<file path="config.mk">
export PLATFORM = sky130hd
export DESIGN_NAME = rscfg_top
export DESIGN_NICKNAME = d
export VERILOG_FILES = /design/src/rscfg_pkg.sv /design/src/rscfg_top.sv
export SDC_FILE = /design/constraint.sdc
export NUM_CORES = 1
export LEC_CHECK = 0
export ABC_AREA = 0
export BUFFER_PORTS_ARGS = -buffer_cell sky130_fd_sc_hd__buf_4
export CELL_PAD_IN_SITES_DETAIL_PLACEMENT = 2
export CELL_PAD_IN_SITES_GLOBAL_PLACEMENT = 2
export CORE_ASPECT_RATIO = 2
export CORE_MARGIN = 1.5
export CORE_UTILIZATION = 30
export CTS_CLUSTER_DIAMETER = 150
export CTS_CLUSTER_SIZE = 8
export DETAILED_ROUTE_END_ITERATION = 12
export PLACE_DENSITY = 0.6
export SETUP_SLACK_MARGIN = 0.3
export SLEW_MARGIN = 30
export SYNTH_ARGS = -nofsm -noshare
export SYNTH_HDL_FRONTEND = slang
export SYNTH_SLANG_ARGS = --single-unit
</file>
<file path="constraint.sdc">
create_clock -name CLK_IN -period 6.8 [get_ports CLK_IN]
set_input_delay 1.36 -clock CLK_IN [delete_from_list [all_inputs] [get_ports CLK_IN]]
set_output_delay 1.36 -clock CLK_IN [all_outputs]
set_load 0.05 [all_outputs]
</file>
<file path="src/rscfg_pkg.sv">
// constants for the stream, gain and clock configuration block
package rscfg_pkg;

	// ==========================================================
	// register indices and byte addresses
	localparam logic [3:0]  IDX_STREAM_GAIN   = 4'h2;
	localparam logic [3:0]  IDX_SYNTH_CLOCK   = 4'h3;
	localparam logic [3:0]  IDX_STATUS        = 4'h8;
	localparam logic [7:0]  ADDR_STREAM_GAIN  = {2'h0, IDX_STREAM_GAIN, 2'h0};
	localparam logic [7:0]  ADDR_SYNTH_CLOCK  = {2'h0, IDX_SYNTH_CLOCK, 2'h0};
	localparam logic [7:0]  ADDR_STATUS       = {2'h0, IDX_STATUS, 2'h0};

	// ==========================================================
	// reset values
	localparam logic [31:0] RST_STREAM_GAIN   = 32'h0EAFA1DC;
	localparam logic [31:0] RST_SYNTH_CLOCK   = 32'h698C0000;

	// ==========================================================
	// field positions of the stream and gain word
	localparam int          POS_INPHASE_GAIN  = 13;
	localparam int          POS_QUAD_GAIN     = 12;
	localparam int          POS_INSERT        = 11;
	localparam int          POS_BEGIN         = 10;
	localparam int          POS_END           = 9;
	localparam int          POS_BITSEL        = 4;
	localparam int          POS_FRAME_NUM     = 3;
	localparam int          POS_TIME_ALWAYS   = 2;
	localparam int          POS_WORD_PULSE    = 1;
	localparam int          POS_CNT_CLEAR     = 0;

	// ==========================================================
	// field positions of the synthesizer word
	localparam int          POS_DIVIDER       = 29;
	localparam int          POS_BAND          = 28;
	localparam int          POS_BUFFER_ON     = 24;

	// ==========================================================
	// codes and sizes
	localparam logic [1:0]  BITSEL_I          = 2'h1;
	localparam logic [1:0]  BITSEL_IQ         = 2'h3;
	localparam logic [1:0]  RESP_OKAY         = 2'h0;
	localparam logic [1:0]  RESP_SLVERR       = 2'h2;
	localparam int          WORD_BITS         = 16;
	localparam int          LANES             = 4;

endpackage : rscfg_pkg

</file>
<file path="src/rscfg_top.sv">
// stream, gain and clock configuration block with its AXI4-Lite slave
module rscfg_top #(
	parameter int FRAME_WORDS      = 16,
	parameter int TIME_SYNC_CYCLES = 1024
) (
	// clock and reset
	input  wire logic        CLK_IN,
	input  wire logic        RESET_N_IN,
	// axi4-lite write channels
	input  wire logic [7:0]  AWADDR_IN,
	input  wire logic        AWVALID_IN,
	output logic             AWREADY_OUT,
	input  wire logic [31:0] WDATA_IN,
	input  wire logic [3:0]  WSTRB_IN,
	input  wire logic        WVALID_IN,
	output logic             WREADY_OUT,
	output logic [1:0]       BRESP_OUT,
	output logic             BVALID_OUT,
	input  wire logic        BREADY_IN,
	// axi4-lite read channels
	input  wire logic [7:0]  ARADDR_IN,
	input  wire logic        ARVALID_IN,
	output logic             ARREADY_OUT,
	output logic [31:0]      RDATA_OUT,
	output logic [1:0]       RRESP_OUT,
	output logic             RVALID_OUT,
	input  wire logic        RREADY_IN,
	// sample pins: i msb, i lsb, q msb, q lsb
	input  wire logic [3:0]  SAMPLE_IN,
	// stream outputs
	output logic [3:0]       SAMPLE_BYPASS_OUT,
	output logic [3:0]       STREAM_DATA_OUT,
	output logic             STREAM_CLK_OUT,
	output logic             WORD_PULSE_OUT,
	output logic             FRAME_SYNC_OUT,
	output logic             TIME_SYNC_OUT,
	// analog and clock controls
	output logic             INPHASE_GAIN_ON_OUT,
	output logic             QUAD_GAIN_ON_OUT,
	output logic             STREAM_INSERT_OUT,
	output logic [2:0]       CLOCK_OUT_DIVIDER_OUT,
	output logic             OSC_BAND_SELECT_OUT,
	output logic             CLOCK_OUT_BUFFER_ON_OUT
);

	localparam int BW = rscfg_pkg::WORD_BITS;
	localparam int DW = rscfg_pkg::WORD_BITS * rscfg_pkg::LANES;

	typedef enum logic {RSCFG_SER_IDLE, RSCFG_SER_SHIFT} rscfg_ser_t;

	function automatic logic [31:0] rscfg_merge(input logic [31:0] old_v,
			input logic [31:0] new_v, input logic [3:0] strb);
		logic [31:0] r;
		r = old_v;
		for (int b = 0; b < 4; b++) begin
			if (strb[b]) begin
				r[b*8 +: 8] = new_v[b*8 +: 8];
			end
		end
		return r;
	endfunction : rscfg_merge

	function automatic logic [3:0] rscfg_lanes(input logic [1:0] sel);
		return (sel == rscfg_pkg::BITSEL_IQ) ? 4'hF : 4'hC;
	endfunction : rscfg_lanes

	// ==========================================================
	// bus slave and registers
	logic        awready_q, awready_d, wready_q, wready_d;
	logic        aw_full_q, aw_full_d, w_full_q, w_full_d;
	logic [7:0]  awaddr_q, awaddr_d;
	logic [31:0] wdata_q, wdata_d;
	logic [3:0]  wstrb_q, wstrb_d;
	logic        bvalid_q, bvalid_d, arready_q, arready_d, rvalid_q, rvalid_d;
	logic [1:0]  bresp_q, bresp_d, rresp_q, rresp_d;
	logic [31:0] rdata_q, rdata_d;
	logic [31:0] gain_q, gain_d, synth_q, synth_d;
	logic        cmd_start_q, cmd_start_d, cmd_stop_q, cmd_stop_d;
	logic        cmd_clear_q, cmd_clear_d;
	logic        active_q;
	logic [1:0]  buf_cnt_q;
	logic [15:0] frame_num_q;

	always_comb begin
		logic [31:0] merged;
		merged      = gain_q;
		awready_d   = awready_q;
		wready_d    = wready_q;
		aw_full_d   = aw_full_q;
		w_full_d    = w_full_q;
		awaddr_d    = awaddr_q;
		wdata_d     = wdata_q;
		wstrb_d     = wstrb_q;
		bvalid_d    = bvalid_q;
		bresp_d     = bresp_q;
		arready_d   = arready_q;
		rvalid_d    = rvalid_q;
		rresp_d     = rresp_q;
		rdata_d     = rdata_q;
		gain_d      = gain_q;
		synth_d     = synth_q;
		cmd_start_d = 1'b0;
		cmd_stop_d  = 1'b0;
		cmd_clear_d = 1'b0;
		if (AWVALID_IN && awready_q) begin
			aw_full_d = 1'b1;
			awaddr_d  = AWADDR_IN;
		end
		if (WVALID_IN && wready_q) begin
			w_full_d = 1'b1;
			wdata_d  = WDATA_IN;
			wstrb_d  = WSTRB_IN;
		end
		if (bvalid_q && BREADY_IN) begin
			bvalid_d = 1'b0;
		end
		if (aw_full_q && w_full_q && !bvalid_q) begin
			aw_full_d = 1'b0;
			w_full_d  = 1'b0;
			bvalid_d  = 1'b1;
			bresp_d   = rscfg_pkg::RESP_OKAY;
			case (awaddr_q)
				rscfg_pkg::ADDR_STREAM_GAIN: begin
					merged      = rscfg_merge(gain_q, wdata_q, wstrb_q);
					gain_d      = merged;
					cmd_start_d = merged[rscfg_pkg::POS_BEGIN] && !gain_q[rscfg_pkg::POS_BEGIN];
					cmd_stop_d  = merged[rscfg_pkg::POS_END] && !gain_q[rscfg_pkg::POS_END];
					cmd_clear_d = merged[rscfg_pkg::POS_CNT_CLEAR];
				end
				rscfg_pkg::ADDR_SYNTH_CLOCK: begin
					synth_d = rscfg_merge(synth_q, wdata_q, wstrb_q);
				end
				rscfg_pkg::ADDR_STATUS: begin
					bresp_d = rscfg_pkg::RESP_OKAY;
				end
				default: begin
					bresp_d = rscfg_pkg::RESP_SLVERR;
				end
			endcase
		end
		awready_d = !aw_full_d;
		wready_d  = !w_full_d;
		if (rvalid_q && RREADY_IN) begin
			rvalid_d  = 1'b0;
			arready_d = 1'b1;
		end
		if (!rvalid_q && !arready_q) begin
			arready_d = 1'b1;
		end
		if (ARVALID_IN && arready_q) begin
			arready_d = 1'b0;
			rvalid_d  = 1'b1;
			rresp_d   = rscfg_pkg::RESP_OKAY;
			case (ARADDR_IN)
				rscfg_pkg::ADDR_STREAM_GAIN: rdata_d = gain_q;
				rscfg_pkg::ADDR_SYNTH_CLOCK: rdata_d = synth_q;
				rscfg_pkg::ADDR_STATUS:      rdata_d = {frame_num_q, 12'h000, buf_cnt_q,
					STREAM_INSERT_OUT, active_q};
				default: begin
					rdata_d = 32'h00000000;
					rresp_d = rscfg_pkg::RESP_SLVERR;
				end
			endcase
		end
	end

	always_ff @(posedge CLK_IN or negedge RESET_N_IN) begin
		if (!RESET_N_IN) begin
			awready_q   <= 1'b1;
			wready_q    <= 1'b1;
			aw_full_q   <= 1'b0;
			w_full_q    <= 1'b0;
			awaddr_q    <= 8'h00;
			wdata_q     <= 32'h00000000;
			wstrb_q     <= 4'h0;
			bvalid_q    <= 1'b0;
			bresp_q     <= 2'h0;
			arready_q   <= 1'b0;
			rvalid_q    <= 1'b0;
			rresp_q     <= 2'h0;
			rdata_q     <= 32'h00000000;
			gain_q      <= rscfg_pkg::RST_STREAM_GAIN;
			synth_q     <= rscfg_pkg::RST_SYNTH_CLOCK;
			cmd_start_q <= 1'b0;
			cmd_stop_q  <= 1'b0;
			cmd_clear_q <= 1'b0;
		end else begin
			awready_q   <= awready_d;
			wready_q    <= wready_d;
			aw_full_q   <= aw_full_d;
			w_full_q    <= w_full_d;
			awaddr_q    <= awaddr_d;
			wdata_q     <= wdata_d;
			wstrb_q     <= wstrb_d;
			bvalid_q    <= bvalid_d;
			bresp_q     <= bresp_d;
			arready_q   <= arready_d;
			rvalid_q    <= rvalid_d;
			rresp_q     <= rresp_d;
			rdata_q     <= rdata_d;
			gain_q      <= gain_d;
			synth_q     <= synth_d;
			cmd_start_q <= cmd_start_d;
			cmd_stop_q  <= cmd_stop_d;
			cmd_clear_q <= cmd_clear_d;
		end
	end

	assign AWREADY_OUT = awready_q;
	assign WREADY_OUT  = wready_q;
	assign BVALID_OUT  = bvalid_q;
	assign BRESP_OUT   = bresp_q;
	assign ARREADY_OUT = arready_q;
	assign RVALID_OUT  = rvalid_q;
	assign RRESP_OUT   = rresp_q;
	assign RDATA_OUT   = rdata_q;
	assign INPHASE_GAIN_ON_OUT     = gain_q[rscfg_pkg::POS_INPHASE_GAIN];
	assign QUAD_GAIN_ON_OUT        = gain_q[rscfg_pkg::POS_QUAD_GAIN];
	assign STREAM_INSERT_OUT       = gain_q[rscfg_pkg::POS_INSERT];
	assign CLOCK_OUT_DIVIDER_OUT   = synth_q[rscfg_pkg::POS_DIVIDER +: 3];
	assign OSC_BAND_SELECT_OUT     = synth_q[rscfg_pkg::POS_BAND];
	assign CLOCK_OUT_BUFFER_ON_OUT = synth_q[rscfg_pkg::POS_BUFFER_ON];

	// ==========================================================
	// sample capture, collector, two-entry buffer, serialiser
	logic [3:0]    s1_q, s2_q, s3_q, filt_q, filt_d, bypass_q, bypass_d;
	logic          tick_q, tick_d, coll_valid_q, coll_valid_d;
	logic [3:0]    coll_cnt_q, coll_cnt_d;
	logic [DW-1:0] coll_word_q, coll_word_d;
	logic [DW-1:0] buf_mem_q [2];
	logic [DW-1:0] buf_mem_d [2];
	logic          buf_wp_q, buf_wp_d, buf_rp_q, buf_rp_d;
	logic [1:0]    buf_cnt_d;
	logic          active_d;
	rscfg_ser_t    ser_q, ser_d;
	logic [DW-1:0] sh_q, sh_d;
	logic [3:0]    bit_q, bit_d, data_q, data_d;
	logic          phase_q, phase_d, clk_q, clk_d;
	logic [15:0]   word_idx_q, word_idx_d, frame_num_d;
	logic          wpulse_q, wpulse_d, fsync_q, fsync_d, tsync_q, tsync_d;
	logic [31:0]   tbase_q, tbase_d;

	always_comb begin
		logic          ins, run, buf_ready, push, pop;
		logic [3:0]    mask;
		logic [DW-1:0] load;
		ins         = gain_q[rscfg_pkg::POS_INSERT];
		run         = active_q && ins;
		mask        = rscfg_lanes(gain_q[rscfg_pkg::POS_BITSEL +: 2]);
		load        = '0;
		pop         = 1'b0;
		buf_ready   = (buf_cnt_q != 2'h2);
		push        = coll_valid_q && buf_ready;
		filt_d      = (s2_q == s3_q) ? s3_q : filt_q;
		bypass_d    = ins ? 4'h0 : filt_q;
		active_d    = active_q;
		if (cmd_start_q) begin
			active_d = 1'b1;
		end
		if (cmd_stop_q) begin
			active_d = 1'b0;
		end
		tick_d       = ins && !tick_q;
		coll_valid_d = coll_valid_q && !push;
		coll_cnt_d   = coll_cnt_q;
		coll_word_d  = coll_word_q;
		if (ins && tick_q && !coll_valid_q) begin
			for (int l = 0; l < rscfg_pkg::LANES; l++) begin
				coll_word_d[l*BW +: BW] = {coll_word_q[l*BW +: BW-1], filt_q[l]};
			end
			coll_cnt_d = coll_cnt_q + 4'h1;
			if (coll_cnt_q == 4'hF) begin
				coll_valid_d = 1'b1;
			end
		end
		ser_d       = ser_q;
		sh_d        = sh_q;
		bit_d       = bit_q;
		data_d      = data_q;
		phase_d     = phase_q;
		clk_d       = 1'b0;
		word_idx_d  = word_idx_q;
		frame_num_d = frame_num_q;
		wpulse_d    = 1'b0;
		fsync_d     = 1'b0;
		case (ser_q)
			RSCFG_SER_IDLE: begin
				data_d = 4'h0;
				if (run && gain_q[rscfg_pkg::POS_FRAME_NUM] && word_idx_q == 16'h0000) begin
					load = {rscfg_pkg::LANES{frame_num_q}};
					ser_d = RSCFG_SER_SHIFT;
				end else if (run && buf_cnt_q != 2'h0) begin
					load  = buf_mem_q[buf_rp_q];
					pop   = 1'b1;
					ser_d = RSCFG_SER_SHIFT;
				end
				if (ser_d == RSCFG_SER_SHIFT) begin
					sh_d     = load;
					bit_d    = 4'h0;
					phase_d  = 1'b0;
					wpulse_d = gain_q[rscfg_pkg::POS_WORD_PULSE];
					fsync_d  = (word_idx_q == 16'h0000);
					for (int l = 0; l < rscfg_pkg::LANES; l++) begin
						data_d[l] = load[l*BW + BW-1] && mask[l];
					end
				end
			end
			RSCFG_SER_SHIFT: begin
				phase_d = !phase_q;
				clk_d   = !phase_q;
				if (phase_q) begin
					for (int l = 0; l < rscfg_pkg::LANES; l++) begin
						sh_d[l*BW +: BW] = {sh_q[l*BW +: BW-1], 1'b0};
						data_d[l]        = sh_q[l*BW + BW-2] && mask[l];
					end
					bit_d = bit_q + 4'h1;
					if (bit_q == 4'hF) begin
						ser_d      = RSCFG_SER_IDLE;
						word_idx_d = word_idx_q + 16'h0001;
						if (word_idx_q == 16'(FRAME_WORDS - 1)) begin
							word_idx_d  = 16'h0000;
							frame_num_d = frame_num_q + 16'h0001;
						end
					end
				end
				if (!run) begin
					ser_d  = RSCFG_SER_IDLE;
					clk_d  = 1'b0;
					data_d = 4'h0;
				end
			end
			default: begin
				ser_d = RSCFG_SER_IDLE;
			end
		endcase
		buf_cnt_d   = buf_cnt_q + {1'b0, push} - {1'b0, pop};
		buf_wp_d    = buf_wp_q ^ push;
		buf_rp_d    = buf_rp_q ^ pop;
		buf_mem_d   = buf_mem_q;
		if (push) begin
			buf_mem_d[buf_wp_q] = coll_word_q;
		end
		tbase_d = ins ? ((tbase_q == 32'(TIME_SYNC_CYCLES - 1)) ? 32'h0 : tbase_q + 32'h1)
			: 32'h0;
		tsync_d = ins && (tbase_q == 32'h0) &&
			(gain_q[rscfg_pkg::POS_TIME_ALWAYS] || active_q);
		if (cmd_clear_q) begin
			coll_cnt_d   = 4'h0;
			coll_valid_d = 1'b0;
			buf_cnt_d    = 2'h0;
			buf_wp_d     = 1'b0;
			buf_rp_d     = 1'b0;
			ser_d        = RSCFG_SER_IDLE;
			bit_d        = 4'h0;
			data_d       = 4'h0;
			clk_d        = 1'b0;
			word_idx_d   = 16'h0000;
			frame_num_d  = 16'h0000;
			tbase_d      = 32'h0;
			wpulse_d     = 1'b0;
			fsync_d      = 1'b0;
		end
	end

	always_ff @(posedge CLK_IN or negedge RESET_N_IN) begin
		if (!RESET_N_IN) begin
			s1_q <= 4'h0;
			s2_q <= 4'h0;
			s3_q <= 4'h0;
			filt_q <= 4'h0;
			bypass_q <= 4'h0;
			active_q <= 1'b0;
			tick_q <= 1'b0;
			coll_valid_q <= 1'b0;
			coll_cnt_q <= 4'h0;
			coll_word_q <= '0;
			buf_mem_q[0] <= '0;
			buf_mem_q[1] <= '0;
			buf_wp_q <= 1'b0;
			buf_rp_q <= 1'b0;
			buf_cnt_q <= 2'h0;
			ser_q <= RSCFG_SER_IDLE;
			sh_q <= '0;
			bit_q <= 4'h0;
			data_q <= 4'h0;
			phase_q <= 1'b0;
			clk_q <= 1'b0;
			word_idx_q <= 16'h0000;
			frame_num_q <= 16'h0000;
			wpulse_q <= 1'b0;
			fsync_q <= 1'b0;
			tsync_q <= 1'b0;
			tbase_q <= 32'h0;
		end else begin
			s1_q <= SAMPLE_IN;
			s2_q <= s1_q;
			s3_q <= s2_q;
			filt_q <= filt_d;
			bypass_q <= bypass_d;
			active_q <= active_d;
			tick_q <= tick_d;
			coll_valid_q <= coll_valid_d;
			coll_cnt_q <= coll_cnt_d;
			coll_word_q <= coll_word_d;
			buf_mem_q <= buf_mem_d;
			buf_wp_q <= buf_wp_d;
			buf_rp_q <= buf_rp_d;
			buf_cnt_q <= buf_cnt_d;
			ser_q <= ser_d;
			sh_q <= sh_d;
			bit_q <= bit_d;
			data_q <= data_d;
			phase_q <= phase_d;
			clk_q <= clk_d;
			word_idx_q <= word_idx_d;
			frame_num_q <= frame_num_d;
			wpulse_q <= wpulse_d;
			fsync_q <= fsync_d;
			tsync_q <= tsync_d;
			tbase_q <= tbase_d;
		end
	end

	assign SAMPLE_BYPASS_OUT = bypass_q;
	assign STREAM_DATA_OUT   = data_q;
	assign STREAM_CLK_OUT    = clk_q;
	assign WORD_PULSE_OUT    = wpulse_q;
	assign FRAME_SYNC_OUT    = fsync_q;
	assign TIME_SYNC_OUT     = tsync_q;

endmodule : rscfg_top

</file>
After elaboration in Yosys (flattened, before gate mapping)
Cells that the tools add are included.
{ "classes": {"n_addsub": 7, "mul": 0, "div_mod_pow": 0, "n_lt_le_gt_ge": 3, "eq_ne": 19, "shifts": 0, "muxes": 91, "n_bitwise": 5, "n_reduce_logical": 69} }
{ "op_table": {"columns": ["operator", "count"], "rows": [
  ["$mux W64", 7],
  ["$mux W16", 10],
  ["$bwmux W128", 1],
  ["$mux W63", 2],
  ["$pmux W63 S2", 1],
  ["$mux W32", 3],
  ["$pmux W32 S3", 1],
  ["$demux W64 S1", 1],
  ["$mux W1", 44],
  ["$mux W4", 10],
  ["$add A16 B1 Y16 const B", 2],
  ["$add A32 B1 Y32 const B", 1],
  ["$eq A32 B10 Y1 const B", 1],
  ["$eq A8 B4 Y1 const B", 4],
  ["$logic_not A32 Y1", 1],
  ["$reduce_and A3 Y1", 9],
  ["$logic_and A1 B1 Y1", 26],
  ["$mux W8", 3],
  ["$reduce_bool A2 Y1", 9],
  ["$eq A16 B4 Y1 const B", 1],
  ["$eq A8 B6 Y1 const B", 2],
  ["$logic_not A16 Y1", 1],
  ["$pmux W4 S2", 2],
  ["$logic_not A1 Y1", 11],
  ["24 further kinds", 41]
]} }
{ "totals": {"reg_bits": 518, "latchBits": 0, "ramBits": 0, "mem_bits_ro": 0, "inputBits": 63, "output_inout_bits": 61, "elab_cells": 246, "memories": 0} }

Longest topological paths before layout
{ "logic_depth": {"ltp_word": 11, "ltp_mapped": 12, "ltp_nobuf": 11} }

Worst setup path before layout
No wires, ideal clock.
{ "synth_timing": {"path_type": "in2reg", "startpoint": "in WVALID_IN", "endpoint": "reg wdata_q[10]", "setup_time_ps": 125, "arrival_time_ps": 2500, "required_time_ps": 6675, "slack_ps": 4175, "path_stages": 4, "path_buffers": 2, "cell_sequence": "and2_1 > clkbuf_1 > clkbuf_1 > mux2_2"} }
{ "synth_between": {"elab_chain_cells": 1} }
{ "synth_lines": {"columns": ["element", "line", "rtl"], "rows": [
  ["start: declaration", "rscfg_top.sv:15", "input wire logic WVALID_IN,"],
  ["$logic_and A1 B1 Y1", "rscfg_top.sv:109", "if (WVALID_IN && wready_q) begin"],
  ["end signal: assignment", "rscfg_top.sv:193", "wdata_q <= wdata_d;"],
  ["end: declaration", "rscfg_top.sv:72", "logic [31:0] wdata_q, wdata_d;"]
]} }
No other way between the ends.
A chain may end at the register's enable or synchronous reset.

Worst setup path in the final report
{ "layout_timing": {"startpoint": "reg word_idx_q[0]", "endpoint": "reg sh_q[0]"} }
{ "layout_between": {"elab_chain_cells": 6, "word_cells_on_any_way": 10, "cone_classes": "1 x eq/ne; 6 x mux; 3 x reduce/logical"} }
{ "layout_lines": {"columns": ["element", "line", "rtl"], "rows": [
  ["start: declaration", "rscfg_top.sv:239", "logic [15:0] word_idx_q, word_idx_d, frame_num_d;"],
  ["start signal: assignment", "rscfg_top.sv:415", "word_idx_q <= word_idx_d;"],
  ["$logic_not A16 Y1 *", "rscfg_top.sv:289", "if (run && gain_q[rscfg_pkg::POS_FRAME_NUM] && word_idx_q == 16'h0000) begin"],
  ["$logic_and A1 B1 Y1 *", "rscfg_top.sv:289", null],
  ["$mux W64 or $mux W1 (tied branches)", "rscfg_top.sv:289", null],
  ["$mux W64 or $mux W1 (tied branches)", "rscfg_top.sv:286", "case (ser_q)"],
  ["$mux W63 or $ne A2 B2 Y1 (tied branches)", null, null],
  ["$pmux W63 S2 or $reduce_and A2 Y1 (tied branches)", null, null],
  ["end signal: assignment", "rscfg_top.sv:383", "sh_q <= '0;"],
  ["end signal: assignment", "rscfg_top.sv:410", "sh_q <= sh_d;"],
  ["end: declaration", "rscfg_top.sv:236", "logic [DW-1:0] sh_q, sh_d;"]
]} }
Mark *: on every way between the ends. The rest lies on a longest branch, timed or not. The select of a mux whose other input is x is not followed.

==> run_results.csv <==
group,metric,value,unit
run_status,status,"finished clean",
clock_network,cts_root_buf,"clkbuf_16",
critical_path,cp_max_fo,37,
floorplan,die_x,197,um
grt,grt_usage,0.185,
clock_network,postCtsHoldBufs,0,
sta,finalHoldWorstSlack,0.343,ns
sta,drv_slew,0,
place,gp_congestion,0.731,
worst_hold_path,hold_end,"s2_q[2]",
floorplan,rows,142,
final_layout,mostFrequentLayoutCell,"dfrtp_1",
sta,worst_slew_pin_slew,0.922,ns
sta,setup-tns-final,0,ns
final_layout,post-route-util,0.357,
critical_path,r2r_setup_slack,3.40,ns
drt,via_count,15564,
synth,async_flop_share,1.00,
sta,rsz0062_at_grt,"no",
sta,setup_violations,0,
sta,final-hold-violation-count,0,
pwr,peakVddDrop,264,uV
synth,syn-cell-area,22700,um2
sta,maxSlewHeadroom,0.369,
worst_hold_path,min_from,"s1_q[2]",
grt,antenna_found_initial,0,
floorplan,die-area,77300,um2
worst_hold_path,hold_class,"flop to flop",
synth,yosys_warnings,0,
critical_path,cp-end-kind,"flop",
final_layout,antenna_cells,0,
drt,drt-initial-drc-count,558,
critical_path,r2r-start,"word_idx_q[0]",
pwr,leakage,12.0,nW
synth,avgSynthCellArea,11.8,um2
run,cap_viol_max_count,0,
clock_network,post_cts.repair.setup_buffers,0,
synth,synth_flop_cell,"dfrtp_1",
worst_hold_path,whs_path_depth,0,
place,port-buffer-count,121,
final_layout,fill_cells,7777,
drt,wl_per_cell,22.4,um
critical_path,crit_required,7.30,ns
drt,drt_pass1_iterations,4,
critical_path,arrival,3.91,ns
clock_network,clock_sinks,513,
clock_network,cts_tree,"built",
synth,synth_seq_area_share,0.568,
pwr,p_per_area,291,nW/um2
final_layout,fin_nets,2100,
final_layout,final_cell_mix,"dfrtp_1 (484), nand2_1 (327), mux2_2 (216)",
clock_network,cts_buffers,74,
drt,routed_wl,68.6,mm
grt,grt_start_max_net_pins,131,
critical_path,start_kind,"flop",
synth,synth_edf_count,0,
drt,drt-vias-per-instance,5.08,
place,hpwlAfterDp,44.7,mm
clock_network,clock_path_buffers,3,
floorplan,start_util,0.303,
final_layout,seqCellArea,12900,um2
synth,yosys.cell_types.count,66,
clock_network,ctsResizeCount,0,
clock_network,htree_levels,3,
drt,drc,0,
floorplan,core_area,74800,um2
sta,post-route-period-util,0.500,
final_layout,multi_input_comb_area,9270,um2
clock_network,clock_latency,0.63,ns
final_layout,drive_gt1_frac,0.259,
clock_network,clk_pin_slew,0.05,ns
sta,finalClockSkew,0.0156,ns
floorplan,ios,124,
grt,overflow,0,
sta,max_freq,294,MHz
drt,drtAntennaViolNets,0,
synth,synthCells,1927,
final_layout,syn2layout_area_growth,17.9,%
floorplan,die_h,392,um
critical_path,rr_worst_depth,8,
synth,ys_seq_elements,513,
grt,grt_first_pass_wirelength,109,mm
grt,grt_pass1_vias,18165,
critical_path,critPathKind,"flop to flop",
sta,fin_crit,3.40,ns
critical_path,r2r-end,"sh_q[0]",
## metal layers
layer,global-route usage,share of wire,up-vias
met4,0.0697,0.029,0
met3,0.0373,0.045,112
met2,0.345,0.55,301
met1,0.203,0.38,8205
met5,0,0,-
li1,-,-,6946
## synth_stat cells (18+ instances only)
cell type | count | area (um2)
a21oi_1 | 87 | 435
a221oi_1 | 22 | 193
and3_1 | 18 | 113
buf_2 | 18 | 90.1
clkbuf_1 | 83 | 312
dfrtp_1 | 487 | 12200
dfstp_2 | 26 | 683
inv_1 | 18 | 67.6
mux2_2 | 216 | 2430
mux2_4 | 32 | 480
mux2i_1 | 127 | 1270
nand2_1 | 328 | 1230
nand3_1 | 31 | 155
nand4_1 | 26 | 163
nor2_1 | 108 | 405
o21ai_0 | 24 | 120
o221ai_1 | 55 | 482
xnor2_1 | 20 | 175
xor2_1 | 35 | 307
## sequential cells by signal, indices dropped and copies added (netlist names), 8 cells and up
signal and count:
frame_num_q 16, buf_mem_q 128, word_idx_q 16, tbase_q 32, gain_q 32, synth_q 32, RDATA_OUT 32, sh_q 60
awaddr_q 8, coll_word_q 64, wdata_q 32
## stage by stage
stage	cell area, um2	std cells	total power [mW]	setup WS, ns
6_report	26700	3064	7.78	3.40
3_5_place_dp	24600	2957	4.42	3.39
5_1_grt	26700	3064	8.13	3.24
3_3_place_gp	24600	2957	4.38	3.51
2_1_floorplan	22700	1928	4.06	4.17
4_1_cts	26700	3063	7.95	3.42
## layout make-up
cell class / instances / share of cell area
sequential: 513 / 0.482
multi-input combinational: 1275 / 0.347
clock inverter: 5 / 0.00262
clock buffer: 101 / 0.0755
timing repair buffer: 143 / 0.0429
tap: 1008 / 0.0472
inverter: 19 / 0.00267
## power breakdown
part | internal, mW | leakage (nW) | switching (mW)
logic | 0.333 | 4.15 | 0.469
clock network | 2.05 | 1.01 | 1.39
registers | 3.32 | 6.87 | 0.224
total | 5.70 | 12.0 | 2.08
## cell families after synthesis
family                   after synthesis  synth area share
AND/OR/NAND/NOR                      599             0.123
flip-flops                           513             0.568
multiplexers                         375             0.185
AO/OA/AOI/OAI                        233            0.0708
buffers and inverters                140            0.0263
XOR/XNOR                              55            0.0212
adder cells (fa/ha/maj)               11           0.00607
other                                  1          0.000165
## how the worst max path moves through the flow
stage	startpoint	end	slack, ns	cells after the start
2_1_floorplan	WVALID_IN	wdata_q[10]	4.17	4
5_1_grt	word_idx_q[0]	sh_q[32]	3.24	8
6_report	word_idx_q[0]	sh_q[0]	3.40	8
3_5_place_dp	ARADDR_IN[1]	RDATA_OUT[31]	3.39	7
4_1_cts	word_idx_q[0]	sh_q[0]	3.42	8
3_3_place_gp	ARADDR_IN[1]	RDATA_OUT[2]	3.51	7
## worst max-delay path: stages (launching register included)
cell	delay (ns)
dfrtp_1	0.39
inv_1	0.11
ha_1	0.15
nor3b_1	0.34
nand4_1	0.39
o21ai_4	0.67
buf_4	0.53
o21ai_1	0.27
a221o_1	0.41
(Power assumes the default switching activity.)
